--- src/sfl_defs.svh ---
// timing and sizing constants for the frequency load sequencer
// assumes a single 250 MHz clock; all times below are in ns
`ifndef SFL_DEFS_SVH
`define SFL_DEFS_SVH

`define SFL_CLK_PERIOD_NS 4
`define SFL_TICK_NS 100
`define SFL_TICK_CYC ((`SFL_TICK_NS + `SFL_CLK_PERIOD_NS - 1) / `SFL_CLK_PERIOD_NS)

`define SFL_RESET_NS 2000
`define SFL_SETUP_NS 500
`define SFL_LOAD_NS 1000
`define SFL_HOLD_NS 500

`define SFL_RESET_TICKS ((`SFL_RESET_NS + `SFL_TICK_NS - 1) / `SFL_TICK_NS)
`define SFL_SETUP_TICKS ((`SFL_SETUP_NS + `SFL_TICK_NS - 1) / `SFL_TICK_NS)
`define SFL_LOAD_TICKS ((`SFL_LOAD_NS + `SFL_TICK_NS - 1) / `SFL_TICK_NS)
`define SFL_HOLD_TICKS ((`SFL_HOLD_NS + `SFL_TICK_NS - 1) / `SFL_TICK_NS)

`define SFL_WORD_COUNT 9
`define SFL_WORD_W 16
`define SFL_FIFO_DEPTH 16

`endif

--- src/sfl_pkg.sv ---
// state types for the frequency load sequencer
// holds types only; numbers live in sfl_defs.svh
package sfl_pkg;

   typedef enum logic [2:0] {
      SEQ_IDLE  = 3'b001,
      SEQ_RESET = 3'b010,
      SEQ_RUN   = 3'b100
   } seq_state_e;

   typedef enum logic [3:0] {
      OUT_IDLE  = 4'b0001,
      OUT_SETUP = 4'b0010,
      OUT_PULSE = 4'b0100,
      OUT_HOLD  = 4'b1000
   } out_state_e;

endpackage

--- src/synth_freq_load_sequencer.sv ---
// frequency load sequencer: button-started nine-word load over an active-low BCD bus
// assumes button and thumbwheel pins are asynchronous; the far end samples on load_o
`timescale 1ns/1ps
`include "sfl_defs.svh"

module synth_freq_load_sequencer #(
   parameter int WORD_W = `SFL_WORD_W,
   parameter int FIFO_DEPTH = `SFL_FIFO_DEPTH
) (
   input wire logic mclk_i,
   input wire logic srst_i,
   input wire logic set_btn_i,
   input wire logic [WORD_W-1:0] thumb_digits_i,
   output logic [WORD_W-1:0] bus_n_o,
   output logic reset_o,
   output logic load_o,
   output logic busy_o,
   output logic done_o
);

   localparam int TICK_CYC = `SFL_TICK_CYC;

   sfl_pkg::seq_state_e seq_q;
   sfl_pkg::out_state_e out_q;
   logic btn_s1_q;
   logic btn_s2_q;
   logic btn_s3_q;
   logic [WORD_W-1:0] thumb_s1_q;
   logic [WORD_W-1:0] thumb_s2_q;
   logic [WORD_W-1:0] lat_q;
   logic [7:0] tick_cnt_q;
   logic tick_q;
   logic [7:0] seq_tmr_q;
   logic [7:0] out_tmr_q;
   logic [7:0] out_lim;
   logic [3:0] load_cnt_q;
   logic [3:0] gen_cnt_q;
   logic press;
   logic rst_done;
   logic run_done;
   logic ph_end;
   logic gen_valid;
   logic [WORD_W-1:0] gen_data;
   logic fifo_in_ready;
   logic fifo_out_valid;
   logic fifo_out_ready;
   logic [WORD_W-1:0] fifo_out_data;

   // pins pass two flops; edge detect compares stage two with stage three
   always_ff @(posedge mclk_i) begin
      if (srst_i) begin
         btn_s1_q <= 1'b0;
         btn_s2_q <= 1'b0;
         btn_s3_q <= 1'b0;
      end else begin
         btn_s1_q <= set_btn_i;
         btn_s2_q <= btn_s1_q;
         btn_s3_q <= btn_s2_q;
      end
   end

   always_ff @(posedge mclk_i) begin
      if (srst_i) begin
         thumb_s1_q <= '0;
         thumb_s2_q <= '0;
      end else begin
         thumb_s1_q <= thumb_digits_i;
         thumb_s2_q <= thumb_s1_q;
      end
   end

   // presses during a sequence are ignored, not queued
   assign press = btn_s2_q && !btn_s3_q && (seq_q == sfl_pkg::SEQ_IDLE);

   // timing base: one-cycle enable every TICK_CYC clocks
   always_ff @(posedge mclk_i) begin
      if (srst_i) begin
         tick_cnt_q <= 8'h00;
         tick_q <= 1'b0;
      end else if (tick_cnt_q == 8'(TICK_CYC - 1)) begin
         tick_cnt_q <= 8'h00;
         tick_q <= 1'b1;
      end else begin
         tick_cnt_q <= tick_cnt_q + 8'h01;
         tick_q <= 1'b0;
      end
   end

   assign rst_done = (seq_q == sfl_pkg::SEQ_RESET) && tick_q &&
                     (seq_tmr_q == 8'(`SFL_RESET_TICKS - 1));
   assign run_done = (seq_q == sfl_pkg::SEQ_RUN) &&
                     (load_cnt_q == 4'(`SFL_WORD_COUNT)) && (out_q == sfl_pkg::OUT_IDLE);

   always_ff @(posedge mclk_i) begin
      if (srst_i) begin
         seq_q <= sfl_pkg::SEQ_IDLE;
      end else begin
         unique case (seq_q)
            sfl_pkg::SEQ_IDLE: begin
               if (press) begin
                  seq_q <= sfl_pkg::SEQ_RESET;
               end
            end
            sfl_pkg::SEQ_RESET: begin
               if (rst_done) begin
                  seq_q <= sfl_pkg::SEQ_RUN;
               end
            end
            sfl_pkg::SEQ_RUN: begin
               if (run_done) begin
                  seq_q <= sfl_pkg::SEQ_IDLE;
               end
            end
            default: begin
               seq_q <= sfl_pkg::SEQ_IDLE;
            end
         endcase
      end
   end

   always_ff @(posedge mclk_i) begin
      if (srst_i || seq_q != sfl_pkg::SEQ_RESET) begin
         seq_tmr_q <= 8'h00;
      end else if (tick_q) begin
         seq_tmr_q <= seq_tmr_q + 8'h01;
      end
   end

   // one start pulse: far-end reset and latch strobe together
   always_ff @(posedge mclk_i) begin
      if (srst_i) begin
         reset_o <= 1'b0;
      end else if (press) begin
         reset_o <= 1'b1;
      end else if (rst_done) begin
         reset_o <= 1'b0;
      end
   end

   always_ff @(posedge mclk_i) begin
      if (srst_i) begin
         lat_q <= '0;
      end else if (press) begin
         lat_q <= thumb_s2_q;
      end else if (ph_end && out_q == sfl_pkg::OUT_PULSE && load_cnt_q == 4'h1) begin
         lat_q <= '0;
      end
   end

   always_ff @(posedge mclk_i) begin
      if (srst_i) begin
         busy_o <= 1'b0;
      end else if (press) begin
         busy_o <= 1'b1;
      end else if (run_done) begin
         busy_o <= 1'b0;
      end
   end

   always_ff @(posedge mclk_i) begin
      if (srst_i) begin
         done_o <= 1'b0;
      end else begin
         done_o <= run_done;
      end
   end

   // word source: first word from latches, the rest all zero digits
   assign gen_valid = (gen_cnt_q < 4'(`SFL_WORD_COUNT)) && (seq_q == sfl_pkg::SEQ_RUN);
   assign gen_data = (gen_cnt_q == 4'h0) ? lat_q : '0;

   always_ff @(posedge mclk_i) begin
      if (srst_i) begin
         gen_cnt_q <= 4'(`SFL_WORD_COUNT);
      end else if (rst_done) begin
         gen_cnt_q <= 4'h0;
      end else if (gen_valid && fifo_in_ready) begin
         gen_cnt_q <= gen_cnt_q + 4'h1;
      end
   end

   sfl_word_fifo #(
      .WIDTH(WORD_W),
      .DEPTH(FIFO_DEPTH)
   ) u_fifo (
      .mclk_i(mclk_i),
      .srst_i(srst_i),
      .in_valid_i(gen_valid),
      .in_ready_o(fifo_in_ready),
      .in_data_i(gen_data),
      .out_valid_o(fifo_out_valid),
      .out_ready_i(fifo_out_ready),
      .out_data_o(fifo_out_data)
   );

   // counter parked at nine means generator off
   assign fifo_out_ready = (out_q == sfl_pkg::OUT_IDLE) && (seq_q == sfl_pkg::SEQ_RUN) &&
                           (load_cnt_q < 4'(`SFL_WORD_COUNT));

   always_comb begin
      unique case (out_q)
         sfl_pkg::OUT_SETUP: out_lim = 8'(`SFL_SETUP_TICKS);
         sfl_pkg::OUT_PULSE: out_lim = 8'(`SFL_LOAD_TICKS);
         sfl_pkg::OUT_HOLD: out_lim = 8'(`SFL_HOLD_TICKS);
         default: out_lim = 8'h01;
      endcase
   end

   assign ph_end = tick_q && (out_tmr_q == out_lim - 8'h01);

   always_ff @(posedge mclk_i) begin
      if (srst_i || out_q == sfl_pkg::OUT_IDLE || ph_end) begin
         out_tmr_q <= 8'h00;
      end else if (tick_q) begin
         out_tmr_q <= out_tmr_q + 8'h01;
      end
   end

   // load pulse generator: setup, pulse, hold per word
   always_ff @(posedge mclk_i) begin
      if (srst_i) begin
         out_q <= sfl_pkg::OUT_IDLE;
      end else begin
         unique case (out_q)
            sfl_pkg::OUT_IDLE: begin
               if (fifo_out_ready && fifo_out_valid) begin
                  out_q <= sfl_pkg::OUT_SETUP;
               end
            end
            sfl_pkg::OUT_SETUP: begin
               if (ph_end) begin
                  out_q <= sfl_pkg::OUT_PULSE;
               end
            end
            sfl_pkg::OUT_PULSE: begin
               if (ph_end) begin
                  out_q <= sfl_pkg::OUT_HOLD;
               end
            end
            sfl_pkg::OUT_HOLD: begin
               if (ph_end) begin
                  out_q <= sfl_pkg::OUT_IDLE;
               end
            end
            default: begin
               out_q <= sfl_pkg::OUT_IDLE;
            end
         endcase
      end
   end

   always_ff @(posedge mclk_i) begin
      if (srst_i) begin
         bus_n_o <= '1;
      end else if (fifo_out_ready && fifo_out_valid) begin
         bus_n_o <= ~fifo_out_data;
      end
   end

   always_ff @(posedge mclk_i) begin
      if (srst_i) begin
         load_o <= 1'b0;
      end else if (ph_end && out_q == sfl_pkg::OUT_SETUP) begin
         load_o <= 1'b1;
      end else if (ph_end && out_q == sfl_pkg::OUT_PULSE) begin
         load_o <= 1'b0;
      end
   end

   // cleared only once reset has ended; sits at nine outside the run
   always_ff @(posedge mclk_i) begin
      if (srst_i) begin
         load_cnt_q <= 4'(`SFL_WORD_COUNT);
      end else if (rst_done) begin
         load_cnt_q <= 4'h0;
      end else if (ph_end && out_q == sfl_pkg::OUT_SETUP) begin
         load_cnt_q <= load_cnt_q + 4'h1;
      end
   end
endmodule

--- src/sfl_word_fifo.sv ---
// synchronous word fifo with valid/ready on both sides
// assumes one clock and a synchronous active-high reset
`timescale 1ns/1ps

module sfl_word_fifo #(
   parameter int WIDTH = 16,
   parameter int DEPTH = 16
) (
   input wire logic mclk_i,
   input wire logic srst_i,
   input wire logic in_valid_i,
   output logic in_ready_o,
   input wire logic [WIDTH-1:0] in_data_i,
   output logic out_valid_o,
   input wire logic out_ready_i,
   output logic [WIDTH-1:0] out_data_o
);

   localparam int AW = $clog2(DEPTH);

   logic [WIDTH-1:0] mem_q [DEPTH];
   logic [AW:0] wr_ptr_q;
   logic [AW:0] rd_ptr_q;
   logic push;
   logic pop;

   // extra pointer bit separates full from empty
   assign in_ready_o = (wr_ptr_q[AW] == rd_ptr_q[AW]) || (wr_ptr_q[AW-1:0] != rd_ptr_q[AW-1:0]);
   assign out_valid_o = (wr_ptr_q != rd_ptr_q);
   assign out_data_o = mem_q[rd_ptr_q[AW-1:0]];
   assign push = in_valid_i && in_ready_o;
   assign pop = out_valid_o && out_ready_i;

   always_ff @(posedge mclk_i) begin
      if (push) begin
         mem_q[wr_ptr_q[AW-1:0]] <= in_data_i;
      end
   end

   always_ff @(posedge mclk_i) begin
      if (srst_i) begin
         wr_ptr_q <= '0;
      end else if (push) begin
         wr_ptr_q <= wr_ptr_q + (AW+1)'(1);
      end
   end

   always_ff @(posedge mclk_i) begin
      if (srst_i) begin
         rd_ptr_q <= '0;
      end else if (pop) begin
         rd_ptr_q <= rd_ptr_q + (AW+1)'(1);
      end
   end

endmodule

--- config.mk ---
export PLATFORM = sky130hd
export DESIGN_NAME = synth_freq_load_sequencer
export DESIGN_NICKNAME = d
export VERILOG_FILES = /design/src/sfl_pkg.sv /design/src/synth_freq_load_sequencer.sv /design/src/sfl_word_fifo.sv
export VERILOG_INCLUDE_DIRS = /design/src
export SDC_FILE = /design/constraint.sdc
export NUM_CORES = 1
export LEC_CHECK = 0
export CORE_ASPECT_RATIO = 1.1
export CORE_MARGIN = 3
export CORE_UTILIZATION = 40
export CTS_CLUSTER_DIAMETER = 50
export DETAILED_ROUTE_END_ITERATION = 8
export DONT_BUFFER_PORTS = 1
export HOLD_SLACK_MARGIN = 0.15
export PLACE_DENSITY = 0.61
export RECOVER_POWER = 25
export SYNTH_ARGS = -nofsm -noshare
export SYNTH_HDL_FRONTEND = slang
export SYNTH_SLANG_ARGS = --single-unit
--- constraint.sdc ---
create_clock -name mclk_i -period 2.9 [get_ports mclk_i]
set_input_delay 0.58 -clock mclk_i [delete_from_list [all_inputs] [get_ports mclk_i]]
set_output_delay 0.58 -clock mclk_i [all_outputs]
set_load 0.005 [all_outputs]
==> results of run 1 <==
==> cell usage after synthesis, types with 19 or more instances <==
library cell  number
a21oi_1           24
a22oi_1           32
and2_1            19
clkbuf_1          26
dfxtp_1          125
edfxtp_1         256
mux4_2            64
nand2_1           41
nor2_1            60
nor2b_1           42
nor3_1            25
xnor2_1           19
==> power by group through the flow <==
stage          Sequential, mW  Combinational, mW  Clock [mW]
3_3_place_gp             5.88             0.0480           0
4_1_cts                  5.77             0.0623        5.47
5_1_grt                  5.77             0.0689        5.68
6_report                 5.77             0.0588        5.33
2_1_floorplan            5.88             0.0568           0
3_5_place_dp             5.88             0.0490           0
==> cell type report <==
| class | count | area share |
|---|---|---|
| inverter | 11 | 0.00248 |
| multi-input combinational | 462 | 0.247 |
| tap | 481 | 0.0361 |
| timing repair buffer | 36 | 0.0169 |
| sequential | 381 | 0.612 |
| clock inverter | 23 | 0.0136 |
| clock buffer | 54 | 0.0721 |
==> worst max-delay path, stage by stage (launching register included) <==
cell and delay (ns):
dfxtp_1 0.32, inv_1 0.11, ha_1 0.15, nor3b_1 0.21
clkbuf_1 0.39, and2_0 0.19, clkbuf_1 0.80
==> registers in the layout (all words and copies together), names as in the netlist, 3 cells and up, named ones only <==
signal / count
lat_q: 16
out_tmr_q: 8
seq_q: 3
load_cnt_q: 4
tick_cnt_q: 8
gen_cnt_q: 4
thumb_s1_q: 16
out_q: 4
bus_n_o: 16
u_fifo.rd_ptr_q: 5
u_fifo.mem_q: 256
u_fifo.wr_ptr_q: 5
thumb_s2_q: 16
seq_tmr_q: 8
==> path summary, 6_finish.rpt <==
| kind | startpoint | to | slack, ns | depth (start not counted) |
|---|---|---|---|---|
| setup / recovery | gen_cnt_q[0] | u_fifo.mem_q[8][4] | 0.35 | 6 |
| hold reg to reg | thumb_s1_q[6] | thumb_s2_q[6] | 0.43 | 1 |
| hold / removal | thumb_digits_i[1] | thumb_s1_q[1] | 0.18 | 1 |
| setup reg to reg | gen_cnt_q[0] | u_fifo.mem_q[8][4] | 0.35 | 6 |
==> layer usage <==
layer / track usage / vias to the layer above / part of all wire
met5: 0 / - / 0
met1: 0.200 / 3796 / 0.43
met2: 0.265 / 192 / 0.49
met3: 0.0349 / 51 / 0.060
met4: 0.0490 / 0 / 0.025
li1: - / 3504 / -
==> cells by family (layout without fill, tap and decap cells) <==
logic type,count (synthesis),after routing,synth area share
buf+inv,58,124,0.0176
mux,76,76,0.109
simple gates,237,237,0.0871
flops,381,381,0.703
fa+ha+maj,15,15,0.0129
compound gates,102,102,0.0512
xor+xnor,32,32,0.0193
==> through the flow <==
stage,util,total power [mW],cells,setup WS (ns)
2_1_floorplan,-,5.94,901,0.0555
5_1_grt,0.469,11.5,1448,0.110
4_1_cts,0.470,11.3,1448,0.415
3_5_place_dp,0.429,5.93,1370,0.438
6_report,0.469,11.2,1448,0.350
3_3_place_gp,0.429,5.93,1370,0.496
==> timing repair <==
item / CTS / global route
resized for setup: 0 / 0
hold buffers: 1 / 0
endpoints found under the hold margin: 51 / 0
==> reports/qor.yml, run 1 <==
status:
  status: "complete, but fails checks"
  violations: "max-capacitance violations, max-slew violations"
route:
  drc_errors: 0
  firstDrtPassIters: 5
  num_vias: 7543
  initialDrtViolationCount: 403
  wl_per_cell_um: 20.5
  via_per_inst: 5.21
  ant_nets: 0
  drt-total-wl_um: 29700
layout:
  syn2layout_area_growth_pct: 14.9
  stdcell_area_mm2: 0.0167
  nets: 968
  n_antenna_cell: 0
  fillers: 3099
  final_cell_mix: "edfxtp_1, dfxtp_1, mux4_2, nor2_1, clkbuf_16"
  layout_commonest_cell: "edfxtp_1"
  seq_area_mm2: 0.0102
  multi_input_area_mm2: 0.00411
  drive_gt1_frac: 0.201
power_and_ir_drop:
  combPwrFrac: 0.005
  p_leak_nw: 6.16
  switchingPower_mw: 2.15
  swShare: 0.193
  power_density_mw_per_mm2: 670
  internal-power_mw: 9.00
  p_clk_frac: 0.478
  ir_worst_vdd_mv: 0.510
  p_seq_frac: 0.517
timing:
  drv_slew: 51
  fin_crit_ns: 2.55
  fin_skew_ns: 0.0174
  finalSetupViolCount: 0
  holdWs_ns: 0.181
  hold_violations: 0
  fmax_mhz: 392
  maxSlewHeadroom: -0.397
  rsz0062_at_grt: "false"
  tns_ns: 0
  worstMarginPinSlew_ns: 2.10
  post-route-period-util: 0.879
synth:
  synth-seq-cells: 381
  synth_top_area_frac: 0.530
  synthCells: 901
  synth_ff_type: "edfxtp_1"
  synthTopCellsByArea: "edfxtp_1, dfxtp_1, mux4_2"
  seq_area_frac_synth: 0.703
  async_flop_share: 0
  syn_area_per_cell_um2: 16.1
  synth_cell_types: 56
  yosysWarnings: 0
  synth_edf_count: 256
  syn-cell-area_mm2: 0.0145
  synth_largest_area_cell: "edfxtp_1"
  synth_nets: 935
placement:
  dpl_cell_area_mm2: 0.0152
  gp_congestion: 0.758
  post-dp-hpwl_um: 18700
  numPortBuffers: 0
grt:
  grt_usage: 0.156
  grt_pass1_wl_um: 45500
  grt_overflow: 0
  first_global_vias: 7745
  grt_max_degree: 51
  antenna_found_initial: 2
setup_path:
  end_kind: "flop"
  worst-path-max-fanout: 16
  worstPathArrival_ns: 2.71
  crit_required_ns: 3.06
  crit_type: "reg2reg"
  start_kind: "flop"
clock_tree:
  ctsHtreeMaxLevel: 2
  tritoncts: "built"
  cts_sinks: 381
  ctsLongestPathBuffers: 3
  cts_buffers: 42
  clk_pin_slew_ns: 0.06
  post_cts_buffers: 0
  insertion_delay_ns: 0.52
  clockRootBuffer: "clkbuf_16"
min_path:
  hold_path_class: "in2reg"
run:
  drv_cap: 1
floorplanning:
  rows: 72
  dieArea_mm2: 0.0386
  initial_core_util: 0.408
  die_h_um: 206
  fp.dieW_um: 188
  pin_count: 39
  core_area_mm2: 0.0355
Power figures use the tool's default switching activity.
==> inputs of run 2 (changes only) <==
REMOVE_ABC_BUFFERS = 1   (was not set)
==> reports/qor.yml, run 2 (synthesis results as in run 1) <==
layout:
  seq_area_mm2: 0.0102  # unchanged
  n_antenna_cell: 0  # unchanged
  fin_util: 0.467  # -0.00254
  final_cell_mix: "edfxtp_1, dfxtp_1, mux4_2, nor2_1, clkbuf_16"
  drive_gt1_frac: 0.202  # +0.00187
  syn2layout_area_growth_pct: 14.3
  multi_input_area_mm2: 0.00411  # unchanged
  fillers: 3092  # -0.23%
  nets: 964  # -0.41%
  layout_commonest_cell: "edfxtp_1"
  largest_reg_flops: 256  # unchanged
clock_tree:
  cts_buffers: 43  # +2.4%
  cts_hold_buf: 3  # +2
  clk_pin_slew_ns: 0.06  # about the same
  tritoncts: "built"
  post_cts_buffers: 0  # unchanged
  ctsHtreeMaxLevel: 2  # unchanged
  ctsLongestPathBuffers: 3  # unchanged
  cts_sinks: 381  # unchanged
  cts-resized-gates: 0  # unchanged
  clockRootBuffer: "clkbuf_16"
  insertion_delay_ns: 0.54  # +0.02 ns
grt:
  grt_pass1_wl_um: 44100  # -3.1%
  grt_usage: 0.147  # -0.00835
  grt_overflow: 0  # unchanged
  grt_max_degree: 65  # +27%
  antenna_found_initial: 0  # -2
  first_global_vias: 7718  # -0.35%
route:
  initialDrtViolationCount: 464  # +15%
  via_per_inst: 5.15  # -1.1%
  num_vias: 7436  # -1.4%
  ant_nets: 0  # unchanged
  firstDrtPassIters: 7  # +2
  drt-total-wl_um: 27500  # -7.2%
  drc_errors: 0  # unchanged
  wl_per_cell_um: 19.1  # -7.0%
placement:
  gp_congestion: 0.760  # +0.25%
  dp_slack_ns: 0.541  # +0.104 ns
  numPortBuffers: 0  # unchanged
  post-dp-hpwl_um: 16600  # -11%
timing:
  tns_ns: 0  # unchanged
  fmax_mhz: 413  # +5.4%
  maxSlewHeadroom: -0.516  # -0.119
  fin_crit_ns: 2.42  # -0.131 ns
  post-route-period-util: 0.834  # -0.0450
  hold_violations: 0  # unchanged
  worstMarginPinSlew_ns: 2.27  # +0.179 ns
  rsz0062_at_grt: "false"
  drv_slew: 51  # unchanged
  fin_ws_ns: 0.480  # +0.131 ns
  fin_skew_ns: 0.0195  # +0.00211 ns
  finalSetupViolCount: 0  # unchanged
floorplanning:
  fp.dieW_um: 188  # unchanged
  initial_core_util: 0.408  # unchanged
  die_h_um: 206  # unchanged
  core_area_mm2: 0.0355  # unchanged
  dieArea_mm2: 0.0386  # unchanged
  pin_count: 39  # unchanged
  rows: 72  # unchanged
setup_path:
  critPathSlowestCell: "or4b_1"
  reg2reg_from: "out_q[2]"
  worstPathArrival_ns: 2.72  # about the same
  cpPeakStageDelay_ns: 0.60  # -0.20 ns
  path_buf_inv: 1  # -2
  crit_type: "reg2reg"
  crit_required_ns: 3.20  # +0.14 ns
  end_kind: "flop"
  crit_path_cell_trace: "or4b_1 -> a211oi_1 -> o21a_2 -> buf_4 -> mux2i_1 -> nor2_1"
  worst-path-max-fanout: 17  # +1
  crit_path_start: "out_q[2]"
  cp_top_family: "simple AND/OR/NAND/NOR gates"
  start_kind: "flop"
run:
  drv_cap: 1  # unchanged
min_path:
  hold_path_class: "in2reg"
  worstHoldStart: "thumb_digits_i[8]"
power_and_ir_drop:
  p_leak_nw: 6.13  # -0.52%
  power_density_mw_per_mm2: 659  # -1.5%
  ir_worst_vdd_mv: 0.421  # -17%
status:
  violations: "max-capacitance violations, max-slew violations"
  status: "complete, but fails checks"
## run 2: cell types whose count changed in the layout (fill, tap and decap cells not counted), moves of 2 or more
cell and change:
buf_4 -3, dlygate4sd3_1 +2, clkinv_2 +6, and2_0 +6, clkinv_1 -5, clkbuf_1 -2, clkbuf_16 -2, clkbuf_2 +3
bufinv_16 -2, and2_1 -6, inv_6 -2
## run 2: final timing paths
check | endpoint | slack [ns] | cells past startpoint
worst max-delay path | u_fifo.rd_ptr_q[1] | 0.48 | 6
worst min-delay path | thumb_s1_q[8] | 0.17 | 1
worst max register to register | u_fifo.rd_ptr_q[1] | 0.48 | 6
worst min register to register | thumb_s2_q[1] | 0.43 | 1
## run 2: metal layers
| layer | GRT usage | wire, µm |
|---|---|---|
| met5 | 0 | 0 |
| met4 | 0.0464 | 704 |
| met3 | 0.0312 | 1460 |
| met2 | 0.237 | 13000 |
| met1 | 0.202 | 12400 |
## run 2: report_power, final
group          internal, mW  switching [mW]  total [mW]
clock                  3.00            2.09        5.09
combinational        0.0279          0.0353      0.0632
sequential             5.76          0.0118        5.77
total                  8.78            2.14        10.9
## run 2: stage by stage
| step | cell area, µm² | hold slack, ns | std cells | total power, mW |
|---|---|---|---|---|
| after floorplan | 14300 | 0.414 | 854 | 5.92 |
| after global placement | 15200 | 0.420 | 1363 | 5.93 |
| after detailed placement | 15200 | 0.420 | 1363 | 5.93 |
| after CTS | 16600 | 0.150 | 1444 | 11.1 |
| after global routing | 16600 | 0.151 | 1444 | 11.3 |
| final | 16600 | 0.171 | 1444 | 10.9 |
## run 2: final cells by class
class | instances | area share
tap | 481 | 0.0363
sequential | 381 | 0.616
timing repair buffer | 31 | 0.0159
clock inverter | 20 | 0.0101
inverter | 11 | 0.00249
clock buffer | 58 | 0.0716
multi-input combinational | 462 | 0.248
